File: src/fspi_pkg.sv
/*
 Shared constants for the streaming packet interface: error codes
 and widths used by both ends, and reset values used by the device end.
 Assumes a single 50 MHz clock and a synchronous active-high reset.
*/
package fspi_pkg;
   // Error code width and encodings
   localparam int FSPI_ERR_W = 2;
   localparam logic [1:0] FSPI_ERR_NONE = 2'h0;
   localparam logic [1:0] FSPI_ERR_NO_SOP = 2'h1;
   localparam logic [1:0] FSPI_ERR_NO_EOP = 2'h2;
   localparam logic [1:0] FSPI_ERR_OTHER = 2'h3;
   // Handshake timing
   localparam int FSPI_READY_LATENCY = 0;
   localparam int FSPI_SYMBOLS_EACH_BEAT = 1;
   // Defaults
   localparam int FSPI_DEF_WIDTH = 16;
   localparam int FSPI_DEF_CHANNELS = 4;
   // Reset values
   localparam logic FSPI_RST_VALID = 1'b0;
   localparam logic FSPI_RST_READY = 1'b0;
   localparam logic [1:0] FSPI_RST_SKID_CNT = 2'h0;
   // Result slots behind the output register: covers two results launched
   // by the datapath before a registered stall reaches it
   localparam int FSPI_SKID_DEPTH = 2;
endpackage

File: src/fspi_if.sv
/*
 Interface joining one streaming source and one streaming sink.
 Assumes both parties run on the same clock; no clocking block.
*/
interface fspi_if
   import fspi_pkg::*;
#(
   parameter int symbol_bit_width = FSPI_DEF_WIDTH,
   parameter int CH_W = 2
)
();
   logic ready; // Sink to source
   logic valid; // Source to sink
   logic [symbol_bit_width-1:0] data; // One symbol each beat
   logic [CH_W-1:0] channel; // Channel index
   logic sop; // First beat of packet
   logic eop; // Last beat of packet
   logic [FSPI_ERR_W-1:0] error; // Error code

   // Sending party
   modport src (input ready, output valid, output data, output channel,
      output sop, output eop, output error);
   // Receiving party
   modport snk (output ready, input valid, input data, input channel,
      input sop, input eop, input error);
endinterface

File: src/fspi_device.sv
/*
 Device end: streaming controller around the filter datapath. Takes
 samples on a sink link, checks packet framing, passes each sample that
 passes those checks to the datapath with its channel, and drives results on a source link.
 Assumes the datapath accepts one sample a cycle on dp_in_* and returns
 results on dp_res_* as pulses; it reads dp_stall_r one edge late, so up
 to two results may follow a stall and a two-entry skid absorbs them.
 Coefficient reload and set selection stay outside this block.
*/
// How it works
// - Beat moves only when ready and valid
// - Held output stays steady until accepted
// - Valid low when nothing to send
// - Low ready stalls the sender
// - Integrator may tie downstream ready high
// - Packets marked by first and last flags
// - Every result carries its channel index
// - Input channel inferred from packet position
// - Error codes: none, no first, no last, other
// - Error stays zero in normal operation
// - On error reset controller, await first flag
// - Upstream error forwarded to output error
// - Error leaves filter datapath untouched
// - System should reset filter on error
// - Coefficient ports lie outside this interface
// - First-flag beat is channel zero
// - Last flag on channel N-1 beat
module fspi_device
   import fspi_pkg::*;
#(
   parameter int symbol_bit_width = FSPI_DEF_WIDTH,
   parameter int CHANNELS = FSPI_DEF_CHANNELS,
   parameter int CH_W = (CHANNELS > 1) ? $clog2(CHANNELS) : 1
)
(
   input wire logic clk,
   input wire logic rst,
   fspi_if.snk sink,
   fspi_if.src source,
   output logic dp_in_valid_r,
   output logic [symbol_bit_width-1:0] dp_in_data_r,
   output logic [CH_W-1:0] dp_in_channel_r,
   input wire logic dp_res_valid,
   input wire logic [symbol_bit_width-1:0] dp_res_data,
   input wire logic [CH_W-1:0] dp_res_channel,
   output logic dp_stall_r
);

   // Elaboration check on parameters
   initial
   begin
      if (CHANNELS < 1 || symbol_bit_width < 1)
         $error("fspi_device: bad CHANNELS or symbol_bit_width");
      if (CH_W < ((CHANNELS > 1) ? $clog2(CHANNELS) : 1))
         $error("fspi_device: CH_W too narrow");
   end

   // Controller states
   typedef enum logic [0:0] {
      FSPI_HUNT = 1'b0, // Discard until first flag
      FSPI_RUN = 1'b1 // Inside a packet
   } fspi_state_t;

   localparam logic [CH_W-1:0] LAST_CH = CH_W'(CHANNELS - 1);
   localparam logic [CH_W-1:0] CH_ZERO = '0;

   fspi_state_t state_r, state_nxt; // Framing state
   logic [CH_W-1:0] ch_r, ch_nxt; // Expected channel of next beat
   // Two-bit error code shown downstream
   logic [FSPI_ERR_W-1:0] err_r, err_nxt;
   logic sink_ready_r; // Registered ready to upstream
   // Output holding register
   logic out_valid_r;
   logic [symbol_bit_width-1:0] out_data_r;
   logic [CH_W-1:0] out_ch_r;
   // Parked results, oldest in entry zero
   logic [symbol_bit_width-1:0] skid_data_r [FSPI_SKID_DEPTH];
   logic [CH_W-1:0] skid_ch_r [FSPI_SKID_DEPTH];
   logic [1:0] skid_cnt_r; // Number of parked results

   // Handshake decode
   wire logic in_fire = sink_ready_r & sink.valid;
   wire logic out_fire = out_valid_r & source.ready;
   // Upstream error counts only on a transferred beat
   wire logic up_err = in_fire & (sink.error != FSPI_ERR_NONE);
   wire logic at_last = (ch_r == LAST_CH);
   // Last flag due on this beat: a first-flag beat is channel zero
   wire logic eop_due = sink.sop ? (LAST_CH == CH_ZERO) : at_last;
   // Framing faults seen on an accepted beat
   wire logic miss_sop = in_fire & (state_r == FSPI_HUNT) & ~sink.sop & sink.eop;
   wire logic miss_eop = in_fire & (state_r == FSPI_RUN) & sink.sop;
   wire logic bad_eop = in_fire & ((state_r == FSPI_RUN) | sink.sop)
      & (sink.eop != eop_due);
   wire logic own_err = miss_eop | bad_eop | miss_sop;
   // Accepted sample feeds datapath: first flag always restarts at zero
   wire logic take = in_fire & ~up_err & ~miss_eop & ~bad_eop
      & (sink.sop | state_r == FSPI_RUN);
   wire logic take_ch_is0 = sink.sop;
   // Output stage can absorb a result this cycle
   wire logic out_free = ~out_valid_r | source.ready;
   // Skid bookkeeping: a result parks unless it goes straight to the output
   wire logic skid_pop = out_free & (skid_cnt_r != 2'h0);
   wire logic skid_push = dp_res_valid & ~(out_free & (skid_cnt_r == 2'h0));
   wire logic [1:0] skid_cnt_nxt = skid_cnt_r - {1'b0, skid_pop} + {1'b0, skid_push};
   // Slot that a parked result goes to, after any shift
   wire logic skid_wr_idx = 1'(skid_cnt_r - {1'b0, skid_pop});

   // Framing state machine and error code
   always_comb
   begin
      state_nxt = state_r;
      ch_nxt = ch_r;
      err_nxt = FSPI_ERR_NONE;
      if (up_err)
      begin
         // Upstream error: restart and pass code on
         state_nxt = FSPI_HUNT;
         ch_nxt = CH_ZERO;
         err_nxt = sink.error;
      end
      else if (own_err)
      begin
         // Own framing fault: restart and report
         state_nxt = FSPI_HUNT;
         ch_nxt = CH_ZERO;
         if (miss_sop)
            err_nxt = FSPI_ERR_NO_SOP;
         else if (miss_eop)
            err_nxt = FSPI_ERR_NO_EOP;
         else
            err_nxt = FSPI_ERR_OTHER;
      end
      else if (take)
      begin
         // Track channel by position only
         if (sink.eop)
         begin
            state_nxt = FSPI_HUNT;
            ch_nxt = CH_ZERO;
         end
         else
         begin
            state_nxt = FSPI_RUN;
            ch_nxt = take_ch_is0 ? CH_W'(1) : CH_W'(ch_r + CH_W'(1));
         end
      end
   end

   // Channel of the sample now accepted
   wire logic [CH_W-1:0] take_ch = take_ch_is0 ? CH_ZERO : ch_r;

   // Controller registers only; the datapath is never reset here
   always_ff @(posedge clk)
   begin
      if (rst)
      begin
         state_r <= FSPI_HUNT;
         ch_r <= CH_ZERO;
         err_r <= FSPI_ERR_NONE;
      end
      else
      begin
         state_r <= state_nxt;
         ch_r <= ch_nxt;
         err_r <= err_nxt;
      end
   end

   // Sample towards datapath
   always_ff @(posedge clk)
   begin
      if (rst)
         dp_in_valid_r <= 1'b0;
      else
         dp_in_valid_r <= take;
      dp_in_data_r <= sink.data;
      dp_in_channel_r <= take_ch;
   end

   // Accept upstream only while no result is parked
   always_ff @(posedge clk)
   begin
      if (rst)
         sink_ready_r <= FSPI_RST_READY;
      else
         sink_ready_r <= (skid_cnt_nxt == 2'h0);
   end

   // Stall datapath once a result is parked; one more still fits
   always_ff @(posedge clk)
   begin
      if (rst)
         dp_stall_r <= 1'b0;
      else
         dp_stall_r <= (skid_cnt_nxt != 2'h0);
   end

   // Output register, fed from the skid first, then from a fresh result
   always_ff @(posedge clk)
   begin
      if (rst)
      begin
         out_valid_r <= FSPI_RST_VALID;
         skid_cnt_r <= FSPI_RST_SKID_CNT;
      end
      else
      begin
         skid_cnt_r <= skid_cnt_nxt;
         // Held result stays steady until taken
         if (out_free)
         begin
            out_valid_r <= skid_pop | dp_res_valid;
            out_data_r <= skid_pop ? skid_data_r[0] : dp_res_data;
            out_ch_r <= skid_pop ? skid_ch_r[0] : dp_res_channel;
         end
      end
   end

   // Skid storage: shift on pop, park a result in the first free slot
   always_ff @(posedge clk)
   begin
      if (skid_pop)
      begin
         skid_data_r[0] <= skid_data_r[1];
         skid_ch_r[0] <= skid_ch_r[1];
      end
      if (skid_push)
      begin
         skid_data_r[skid_wr_idx] <= dp_res_data;
         skid_ch_r[skid_wr_idx] <= dp_res_channel;
      end
   end

   // Drive links
   assign sink.ready = sink_ready_r;
   assign source.valid = out_valid_r;
   assign source.data = out_data_r;
   assign source.channel = out_ch_r;
   assign source.sop = out_valid_r & (out_ch_r == CH_ZERO);
   assign source.eop = out_valid_r & (out_ch_r == LAST_CH);
   assign source.error = err_r;
endmodule

File: src/flat_wrapper.sv
// flat-port wrapper written by rule: the top's interface ports become plain ports
module fspi_device_flat import fspi_pkg::*;
#(
   parameter int symbol_bit_width = FSPI_DEF_WIDTH,
   parameter int CHANNELS = FSPI_DEF_CHANNELS,
   parameter int CH_W = (CHANNELS > 1) ? $clog2(CHANNELS) : 1
)
  (clk, rst, dp_in_valid_r, dp_in_data_r, dp_in_channel_r, dp_res_valid, dp_res_data, dp_res_channel, dp_stall_r, sink_ready, sink_valid, sink_data, sink_channel, sink_sop, sink_eop, sink_error, source_ready, source_valid, source_data, source_channel, source_sop, source_eop, source_error);
  fspi_if #(.symbol_bit_width(symbol_bit_width), .CH_W(CH_W)) sink_i ();
  fspi_if #(.symbol_bit_width(symbol_bit_width), .CH_W(CH_W)) source_i ();
  input wire logic clk;
  input wire logic rst;
  output logic dp_in_valid_r;
  output logic [symbol_bit_width-1:0] dp_in_data_r;
  output logic [CH_W-1:0] dp_in_channel_r;
  input wire logic dp_res_valid;
  input wire logic [symbol_bit_width-1:0] dp_res_data;
  input wire logic [CH_W-1:0] dp_res_channel;
  output logic dp_stall_r;
  output wire logic [$bits(sink_i.ready)-1:0] sink_ready;
  input wire logic [$bits(sink_i.valid)-1:0] sink_valid;
  input wire logic [$bits(sink_i.data)-1:0] sink_data;
  input wire logic [$bits(sink_i.channel)-1:0] sink_channel;
  input wire logic [$bits(sink_i.sop)-1:0] sink_sop;
  input wire logic [$bits(sink_i.eop)-1:0] sink_eop;
  input wire logic [$bits(sink_i.error)-1:0] sink_error;
  input wire logic [$bits(source_i.ready)-1:0] source_ready;
  output wire logic [$bits(source_i.valid)-1:0] source_valid;
  output wire logic [$bits(source_i.data)-1:0] source_data;
  output wire logic [$bits(source_i.channel)-1:0] source_channel;
  output wire logic [$bits(source_i.sop)-1:0] source_sop;
  output wire logic [$bits(source_i.eop)-1:0] source_eop;
  output wire logic [$bits(source_i.error)-1:0] source_error;
  assign sink_ready = sink_i.ready;
  assign sink_i.valid = sink_valid;
  assign sink_i.data = sink_data;
  assign sink_i.channel = sink_channel;
  assign sink_i.sop = sink_sop;
  assign sink_i.eop = sink_eop;
  assign sink_i.error = sink_error;
  assign source_i.ready = source_ready;
  assign source_valid = source_i.valid;
  assign source_data = source_i.data;
  assign source_channel = source_i.channel;
  assign source_sop = source_i.sop;
  assign source_eop = source_i.eop;
  assign source_error = source_i.error;
  fspi_device #(.symbol_bit_width(symbol_bit_width), .CHANNELS(CHANNELS), .CH_W(CH_W)) u_core (.clk(clk), .rst(rst), .sink(sink_i), .source(source_i), .dp_in_valid_r(dp_in_valid_r), .dp_in_data_r(dp_in_data_r), .dp_in_channel_r(dp_in_channel_r), .dp_res_valid(dp_res_valid), .dp_res_data(dp_res_data), .dp_res_channel(dp_res_channel), .dp_stall_r(dp_stall_r));
endmodule
File: config.mk
export PLATFORM = sky130hd
export DESIGN_NAME = fspi_device_flat
export DESIGN_NICKNAME = d
export VERILOG_FILES = /design/src/fspi_pkg.sv /design/src/fspi_if.sv /design/src/fspi_device.sv /design/src/flat_wrapper.sv
export SDC_FILE = /design/constraint.sdc
export NUM_CORES = 1
export LEC_CHECK = 0
export ABC_AREA = 0
export BUFFER_PORTS_ARGS = -buffer_cell sky130_fd_sc_hd__buf_2
export CORE_AREA = 2 2 73 93
export CTS_CLUSTER_DIAMETER = 150
export DETAILED_ROUTE_END_ITERATION = 6
export DIE_AREA = 0 0 75 95
export PLACE_DENSITY = 0.87
export SLEW_MARGIN = 5
export SYNTH_ARGS = -nofsm -noshare
export SYNTH_HDL_FRONTEND = slang
export SYNTH_SLANG_ARGS = --single-unit
File: constraint.sdc
create_clock -name clk -period 2.59 [get_ports clk]
set_input_delay 0.259 -clock clk [delete_from_list [all_inputs] [get_ports clk]]
set_output_delay 0.259 -clock clk [all_outputs]
set_load 0.05 [all_outputs]
## Yosys cells after proc, flatten, opt, wreduce, memory -nomap -nowiden

Memories as Yosys holds them, arrays and structs flattened.
Index checks and enable logic that the tools add are counted.

- Flip-flop bits (word level): 47
- RAM bits: 36
- Input bits: 45
- Logic and storage cells: 73
- Memories: 2

- Add/sub/neg operators: 3
- Equal/unequal tests: 3
- Mux-type cells: 14
- Bitwise logic cells: 31
- Reductions and logical operators: 8

Memory list:

| name | depth | width | rd ports | clocked after Yosys merged registers in | write ports | line | source |
|---|---|---|---|---|---|---|---|
| u_core.skid_data_r | 2 | 16 | 2 | 0 | 2 | fspi_device.sv:77 | `logic [symbol_bit_width-1:0] skid_data_r [FSPI_SKID_DEPTH];` |
| u_core.skid_ch_r | 2 | 2 | 2 | 0 | 2 | fspi_device.sv:78 | `logic [CH_W-1:0] skid_ch_r [FSPI_SKID_DEPTH];` |

Operators by type and width:

| kind | number |
|---|---|
| bitwise AND 1 bit | 18 |
| two-way mux 16 bit | 1 |
| two-way mux 2 bit | 6 |
| NOT 1 bit | 8 |
| two-way mux 1 bit | 7 |
| logical NOT 2 bit | 3 |
| nonzero test 2 bit | 3 |
| OR 1 bit | 5 |
| == test 2 bit, second input constant | 2 |
| OR reduction 3 bit | 1 |
| adder 2 x 1 -> 2 bit | 1 |
| adder 2 x 1 -> 2 bit, second input constant | 1 |
| AND reduction 2 bit | 1 |
| subtractor 2 x 1 -> 2 bit | 1 |
| != test 1 bit | 1 |

## Logic depth before layout (Yosys ltp)

Gate-level depths: netlist (run 1).

- Depth after elaboration: 8
- Depth in mapped cells: 10
- Depth with buffers taken out: 9

## Worst setup path before layout (run 1)

Ideal clock, no wire load.

- Path type: reg-to-reg
- Start: register u_core.out_valid_r (netlist: u_core.source.valid)
- End: memory u_core.skid_ch_r[0][0] (enable)
- Arrival time: 2.395 ns
- Setup slack: -0.181 ns
- Cell stages (with the launch flop): 9
- Path buffers: 3
- Cell sequence: dfxtp_1 > and2b_1 > nor2_2 > buf_6 > ha_1 > ha_1 > buf_2 > buf_2 > or2_1

RTL lines:

| item | line | source |
|---|---|---|
| from (decl) | fspi_device.sv:73 | `logic out_valid_r;` |
| from (signal assigned) | fspi_device.sv:212 | `out_valid_r <= skid_pop \| dp_res_valid;` |
| to (decl) | fspi_device.sv:78 |  |

==> reports/qor.txt, run 1 <==
GRT Util Overall -> 0.152
Worst Path Required -> 2.61 ns
final clock skew -> 0.0114 ns
P per Cell Area -> 1030 nW/µm²
hold path cells -> 1
Fin. Hold Viols -> 0
clk root buf -> clkbuf_8
Antenna Violating Nets Remaining -> 0
register bit total from synthesis -> 83
Layout Nets -> 338
Post-Syn Area -> 3060 µm²
DRT Wirelength -> 5.21 mm
fin crit share -> 0.754
Crit Path Max Fanout -> 18
Critical Path End Type -> flip-flop
Max rail drop VDD -> 0.000542 V
top post-synthesis cells by area -> edfxtp_1 53%, dfxtp_1 19%, mux2_2 13%, ha_1 1.6%, nor2_1 1.4%
initial antenna violation count -> 0
Site Rows -> 33
RD Place Congestion -> 0.755
number of global-route vias before repair -> 1826
Synth area leader -> edfxtp_1
post-synthesis area per instance -> 16.5 µm²
most common cell after layout, fill and taps aside -> buf_2
final-layout fill cell count -> 513
Leakage -> 1.57 nW
WS Path Type -> reg2reg
sequential fraction of the synthesis area -> 0.720
via-per-instance ratio -> 4.71
HP Class -> in2reg
Sink Count -> 83
Die Span Y -> 95 µm
layout cell share with drive strength beyond 1 -> 0.514
Max-Slew Margin vs Limit -> 0.695
RSZ-0062 raised after global routing -> no
Die ar. -> 7130 µm²
Startpoint Class -> flip-flop
CTS Buf Count -> 9
clock latency on the worst-skew pair -> 0.34 ns
fin util -> 0.616
# H-tree levels -> 3
Worst-Margin Slew -> 0.458 ns
Initial DRC Count -> 116
total core area -> 6320 µm²
first-pass GRT wire length -> 7.96 mm
commonest cells after routing, fill and taps aside -> 86 x buf_2, 54 x edfxtp_1, 34 x mux2_2
worst r2r path cells -> 5
synthesized net count -> 234
DR vias -> 1796
diodes inserted -> 0
status -> finished, final reports clean
final setup fails -> 0
max-slew violations -> 0
Clock Tree Buf Depth -> 2
number of max-cap violations -> 0
DRT Pass-1 Iters -> 4
Cell variety after synth -> 38
initial core utilization -> 0.484
Ys Warns -> 0
Post-CTS Setup Inserts -> 0
drt drc -> 0
DP Wirelength -> 3.60 mm
Setup TNS Final -> 0 ns
die span in x -> 75 µm
global route total overflow -> 0
Cells after Synth -> 185
CTS tree -> done
min cycle time layout -> 1.95 ns
Port-buffer cells -> 86
largest net degree at the start of global routing -> 20
Fmax -> 0.512 GHz
I/O pin total -> 89
top-area cell type share of the netlist area -> 0.530
Synth-to-Final Area Change -> 27.3%
critical path arrival -> 1.98 ns
DR WL/cell -> 13.7 µm
Reg clk slew, reported paths -> 0.08 ns
## per-layer routing
metal / GRT usage / vias to the layer above / part of all wire
li1: - / 890 / -
met1: 0.167 / 836 / 0.39
met2: 0.268 / 64 / 0.53
met3: 0.0491 / 6 / 0.061
met4: 0.0580 / 0 / 0.0096
met5: 0 / - / 0
## critical path: stages (launching register included)
cell and delay, ns:
dfxtp_2 0.34, and2b_1 0.20, nor2_2 0.14, ha_1 0.25, ha_1 0.21, or2_2 0.50
## kinds of logic (layout without fill, tap and decap cells)
family                   count (synthesis)  count (layout)  synth area share
flip-flops                              83              83             0.720
buffers and inverters                   10             119            0.0209
adder cells (fa/ha/maj)                  4               4            0.0164
XOR/XNOR                                 2               2           0.00573
AND/OR/NAND/NOR                         35              35            0.0679
multiplexers                            37              37             0.136
AO/OA/AOI/OAI                           14              14            0.0327
## registers in the layout, summed over array words and instances (netlist names)
name                    cells
u_core.sink.ready           1
u_core.dp_in_valid_r        1
u_core.source.channel       2
u_core.source.data         16
u_core.skid_data_r         32
u_core.dp_in_channel_r      2
u_core.skid_ch_r            4
u_core.skid_cnt_r           2
u_core.ch_r                 2
u_core.dp_stall_r           1
u_core.state_r              1
u_core.dp_in_data_r        16
u_core.source.valid         1
u_core.source.error         2
## worst paths after layout
kind	startpoint	slack (ns)	to
setup / recovery	u_core.source.valid$_SDFFE_PP0N_	0.64	u_core.skid_data_r[0][3]$_DFFE_PP_
hold / removal	sink_data[5]	0.03	u_core.dp_in_data_r[5]$_DFF_P_
setup reg to reg	u_core.source.valid$_SDFFE_PP0N_	0.64	u_core.skid_data_r[0][3]$_DFFE_PP_
hold reg to reg	u_core.ch_r[1]$_SDFFE_PP0P_	0.50	u_core.dp_in_channel_r[1]$_SDFF_PP0_
## cell usage after synthesis
| master | number |
|---|---|
| a211oi_2 | 1 |
| a21oi_1 | 4 |
| a22o_1 | 1 |
| a31oi_1 | 2 |
| and2b_1 | 1 |
| and3_1 | 1 |
| buf_2 | 2 |
| buf_6 | 3 |
| clkbuf_1 | 1 |
| clkbuf_2 | 1 |
| dfxtp_1 | 29 |
| edfxtp_1 | 54 |
| ha_1 | 4 |
| inv_1 | 3 |
| mux2_1 | 2 |
| mux2_2 | 34 |
| mux2i_1 | 1 |
| nand2_1 | 3 |
| nand2_2 | 1 |
| nand2b_1 | 2 |
| nand3_1 | 1 |
| nand4b_1 | 1 |
| nor2_1 | 11 |
| nor2_2 | 2 |
| nor2b_1 | 4 |
| nor3_4 | 1 |
| nor3b_1 | 2 |
| nor3b_2 | 1 |
| nor4_1 | 2 |
| o2111ai_2 | 1 |
| o21a_1 | 1 |
| o21ai_0 | 2 |
| o21ai_1 | 1 |
| o31a_1 | 1 |
| or2_1 | 1 |
| or2_4 | 1 |
| xnor2_1 | 1 |
| xor2_1 | 1 |
## area by class of cell
type / instances / area [µm²] / share of cell area
Clock buffer: 10 / 128 / 0.0328
Inverter: 3 / 11.3 / 0.00289
Clock inverter: 6 / 90.1 / 0.0231
Timing Repair Buffer: 100 / 558 / 0.143
Tap cell: 87 / 109 / 0.0280
Sequential cell: 83 / 2200 / 0.566
Multi-Input combinational cell: 92 / 793 / 0.204
## metrics by stage
stage                     power [mW]  setup slack, ns  hold WS (ns)  std cells  cell area, µm²
after global placement          3.04            0.587         0.361        356            3580
final                           4.01            0.637        0.0265        381            3890
after detailed placement        3.08            0.558         0.363        356            3580
after CTS                       4.08            0.602       0.00150        380            3880
after global routing            4.21            0.548      0.000865        381            3890
after floorplan                 2.81            0.139         0.287        185            3060
## power by group
part / switching [mW] / internal, mW / total [mW]
Sequential: 0.0792 / 1.81 / 1.89
Clock: 0.430 / 0.544 / 0.973
Combinational: 0.735 / 0.410 / 1.15
## what timing repair did
action	in CTS	in global routing
resized for setup	0	0
hold buffers	8	1
setup endpoints to repair	0	0
hold endpoints to repair	8	1
No activity file was read; power rests on OpenSTA's default activity.
==> run 2: changes to the inputs <==
Settings changed: ABC_AREA 0 to 1, CORE_AREA 2 2 73 93 to 2 2 74 93, DIE_AREA 0 0 75 95 to 0 0 76 95.
Clock period 2.59 ns to 1.9 ns, I/O delays scaled along.
==> run 2 against run 1 <==
Effect of this change: clock power rose by 16%; register-to-register slack got worse by 0.48 ns; sequential share of layout area fell by 2.2 points; flip-flop and latch count did not move; core utilization rose by 1.7 points; area after synthesis rose by 1.0%.
==> reports/qor.txt, run 2 <==
status -> finished, final reports clean
Fmax -> 0.572 GHz
sw frac -> 0.377
met3 usage in global routing -> 0.0535
top post-synthesis cells by area -> edfxtp_1 53%, dfxtp_1 19%, nand2_1 15%, nor2_1 1.7%, ha_1 1.6%
Initial DRC Count -> 211
I/O pin total -> 89
Worst-Margin Slew -> 0.433 ns
DRT Pass-1 Iters -> 4
# H-tree levels -> 3
clk root buf -> clkbuf_8
Seq pwr share -> 0.463
Post-synth top flop -> edfxtp_1
Antenna Violating Nets Remaining -> 0
Port-buffer cells -> 86
met2 GRT Util -> 0.325
CP max stage cell -> dfxtp_1
Synth-to-Final Area Change -> 31.2%
DR WL/cell -> 12.9 µm
Post-Syn Area -> 3090 µm²
fin util -> 0.633
grt met1 use -> 0.197
CTS tree -> done
total core area -> 6400 µm²
placed cell count -> 446
Internal -> 3.57 mW
Startpoint Class -> flip-flop
clock latency on the worst-skew pair -> 0.35 ns
Most Crowded Layer GR -> met2
Site Rows -> 33
count leader, synth -> nand2_1
Worst Path Required -> 1.96 ns
final hold slack -> 0.0434 ns
Cells after Synth -> 277
final setup fails -> 0
sequential fraction of the synthesis area -> 0.713
Layout Nets -> 439
Combinational Power Share -> 0.341
DP Wirelength -> 4.14 mm
clock share of power -> 0.196
min cycle time layout -> 1.75 ns
first-pass GRT wire length -> 10.0 mm
critical path arrival -> 1.81 ns
Critical Path End Type -> flip-flop
diodes inserted -> 0
Leakage -> 1.83 nW
CTS Buf Count -> 9
HP Class -> in2reg
Synth area leader -> edfxtp_1
post-route cell area -> 4050 µm²
RSZ-0062 raised after global routing -> no
Max stage delay on crit path -> 0.40 ns
GRT Util Overall -> 0.181
Sink Count -> 83
number of global-route vias before repair -> 2258
Post-synth ARST share -> 0
DR vias -> 2314
worst hold start -> dp_res_data[13]
largest reg by FF count -> u_core.skid_data_r
Die ar. -> 7220 µm²
Clock Tree Buf Depth -> 2
layout cell share with drive strength beyond 1 -> 0.334
RD Place Congestion -> 0.778
final clock skew -> 0.00626 ns
Setup crit start -> u_core.skid_cnt_r[1]$_SDFF_PP0_
P per Cell Area -> 1410 nW/µm²
Final Non-Filler Cells -> 482
Max-Slew Margin vs Limit -> 0.711
initial core utilization -> 0.483
largest net degree at the start of global routing -> 21
fin crit share -> 0.920
commonest cells after routing, fill and taps aside -> 120 x nand2_1, 86 x buf_2, 54 x edfxtp_1
Largest register FFs -> 32
Crit Path Max Fanout -> 20
Cell variety after synth -> 25
worst r2r src -> u_core.skid_cnt_r[1]$_SDFF_PP0_
post-synthesis area per instance -> 11.1 µm²
global route total overflow -> 0
Die Span Y -> 95 µm
Post-synth EDFFs -> 54
most common cell after layout, fill and taps aside -> nand2_1
DRT Wirelength -> 6.22 mm
max-slew violations -> 0
CP top delay family -> buffers and inverters
Ys Warns -> 0
top-area cell type share of the netlist area -> 0.525
via-per-instance ratio -> 4.80
Fin. Hold Viols -> 0
register bit total from synthesis -> 83
synthesized net count -> 326
CP dominant cell by count -> inv_2
Switching Power -> 2.16 mW
die span in x -> 76 µm
Max rail drop VDD -> 0.000680 V
Placed Area -> 3690 µm²
cells along the critical path -> inv_2, a21oi_2, buf_4, inv_2, nand2_8
Commonest cells post-synth -> 121 x nand2_1, 54 x edfxtp_1, 29 x dfxtp_1
number of max-cap violations -> 0
initial antenna violation count -> 0
total chip power -> 5.73 mW
WS Path Type -> reg2reg
drt drc -> 0
Reg clk slew, reported paths -> 0.09 ns
WP buf/inv -> 3
-- run 2: cell count changes after synthesis, sizes merged, moves of 3 or more --
cell | before | now
mux2 | 36 | 0
nor2b | 4 | 0
nand4 | 0 | 3
nor3b | 3 | 0
nand2 | 4 | 123
a21oi | 4 | 7
buf | 5 | 8
inv | 3 | 17
nor2 | 13 | 17
nand3 | 1 | 8
-- run 2: per-stage QoR --
step                TNS (ns)  setup slack, ns
global placement           0            0.134
floorplan              -3.40           -0.136
detailed placement         0           0.0671
CTS                        0           0.0476
finish                     0            0.153
global route               0           0.0214
-- run 2: layout make-up --
class                      count  area (µm²)
clock buffer                   9         124
clock inverter                 7        51.3
fill                         490        2350
inverter                      17        71.3
multi-input combinational    169         840
sequential                    83        2210
tap                           87         109
timing repair buffer         110         651
-- run 2: power by group through the flow --
stage               registers, mW  clock network, mW  logic [mW]
finish                       2.65               1.13        1.95
detailed placement           2.69                  0        1.89
floorplan                    3.18                  0        1.01
global route                 2.69               1.22        2.14
global placement             2.67                  0        1.81
CTS                          2.65               1.15        1.92
-- run 2: logic make-up (layout without fill, tap and decap cells) --
kind of cell,Yosys count,after routing,share of synthesized area
xor+xnor,2,2,0.00567
fa+ha+maj,4,4,0.0162
flops,83,83,0.713
compound gates,11,11,0.0223
simple gates,152,152,0.205
buf+inv,25,143,0.0381
-- run 2: worst paths after layout --
| kind | depth (start not counted) | slack, ns | end |
|---|---|---|---|
| hold reg to reg | 2 | 0.47 | u_core.dp_in_channel_r[1]$_SDFF_PP0_ |
| setup reg to reg | 5 | 0.15 | u_core.skid_data_r[0][2]$_DFFE_PP_ |
| setup / recovery | 5 | 0.15 | u_core.skid_data_r[0][2]$_DFFE_PP_ |
| hold / removal | 1 | 0.04 | u_core.skid_data_r[1][13]$_DFFE_PP_ |
-- run 2: repair_timing --
| action | 4_1_cts | 5_1_grt |
|---|---|---|
| hold buffers | 16 | 0 |
| setup buffers | 0 | 4 |
| gates resized for setup | 0 | 0 |
| setup endpoints to repair | 0 | 13 |
| endpoints found under the hold margin | 16 | 0 |
-- run 2: per-layer routing --
layer  vias to the layer above  wire, µm
li1                       1133         -
met1                      1074      2350
met2                        96      3280
met3                        11       505
met4                         0        86
met5                         -         0
-- run 2: worst reg2reg max path, cell delays in order (launching register included) --
cell and delay, ns:
dfxtp_1 0.40, inv_2 0.07, a21oi_2 0.23, buf_4 0.29, inv_2 0.24, nand2_8 0.22
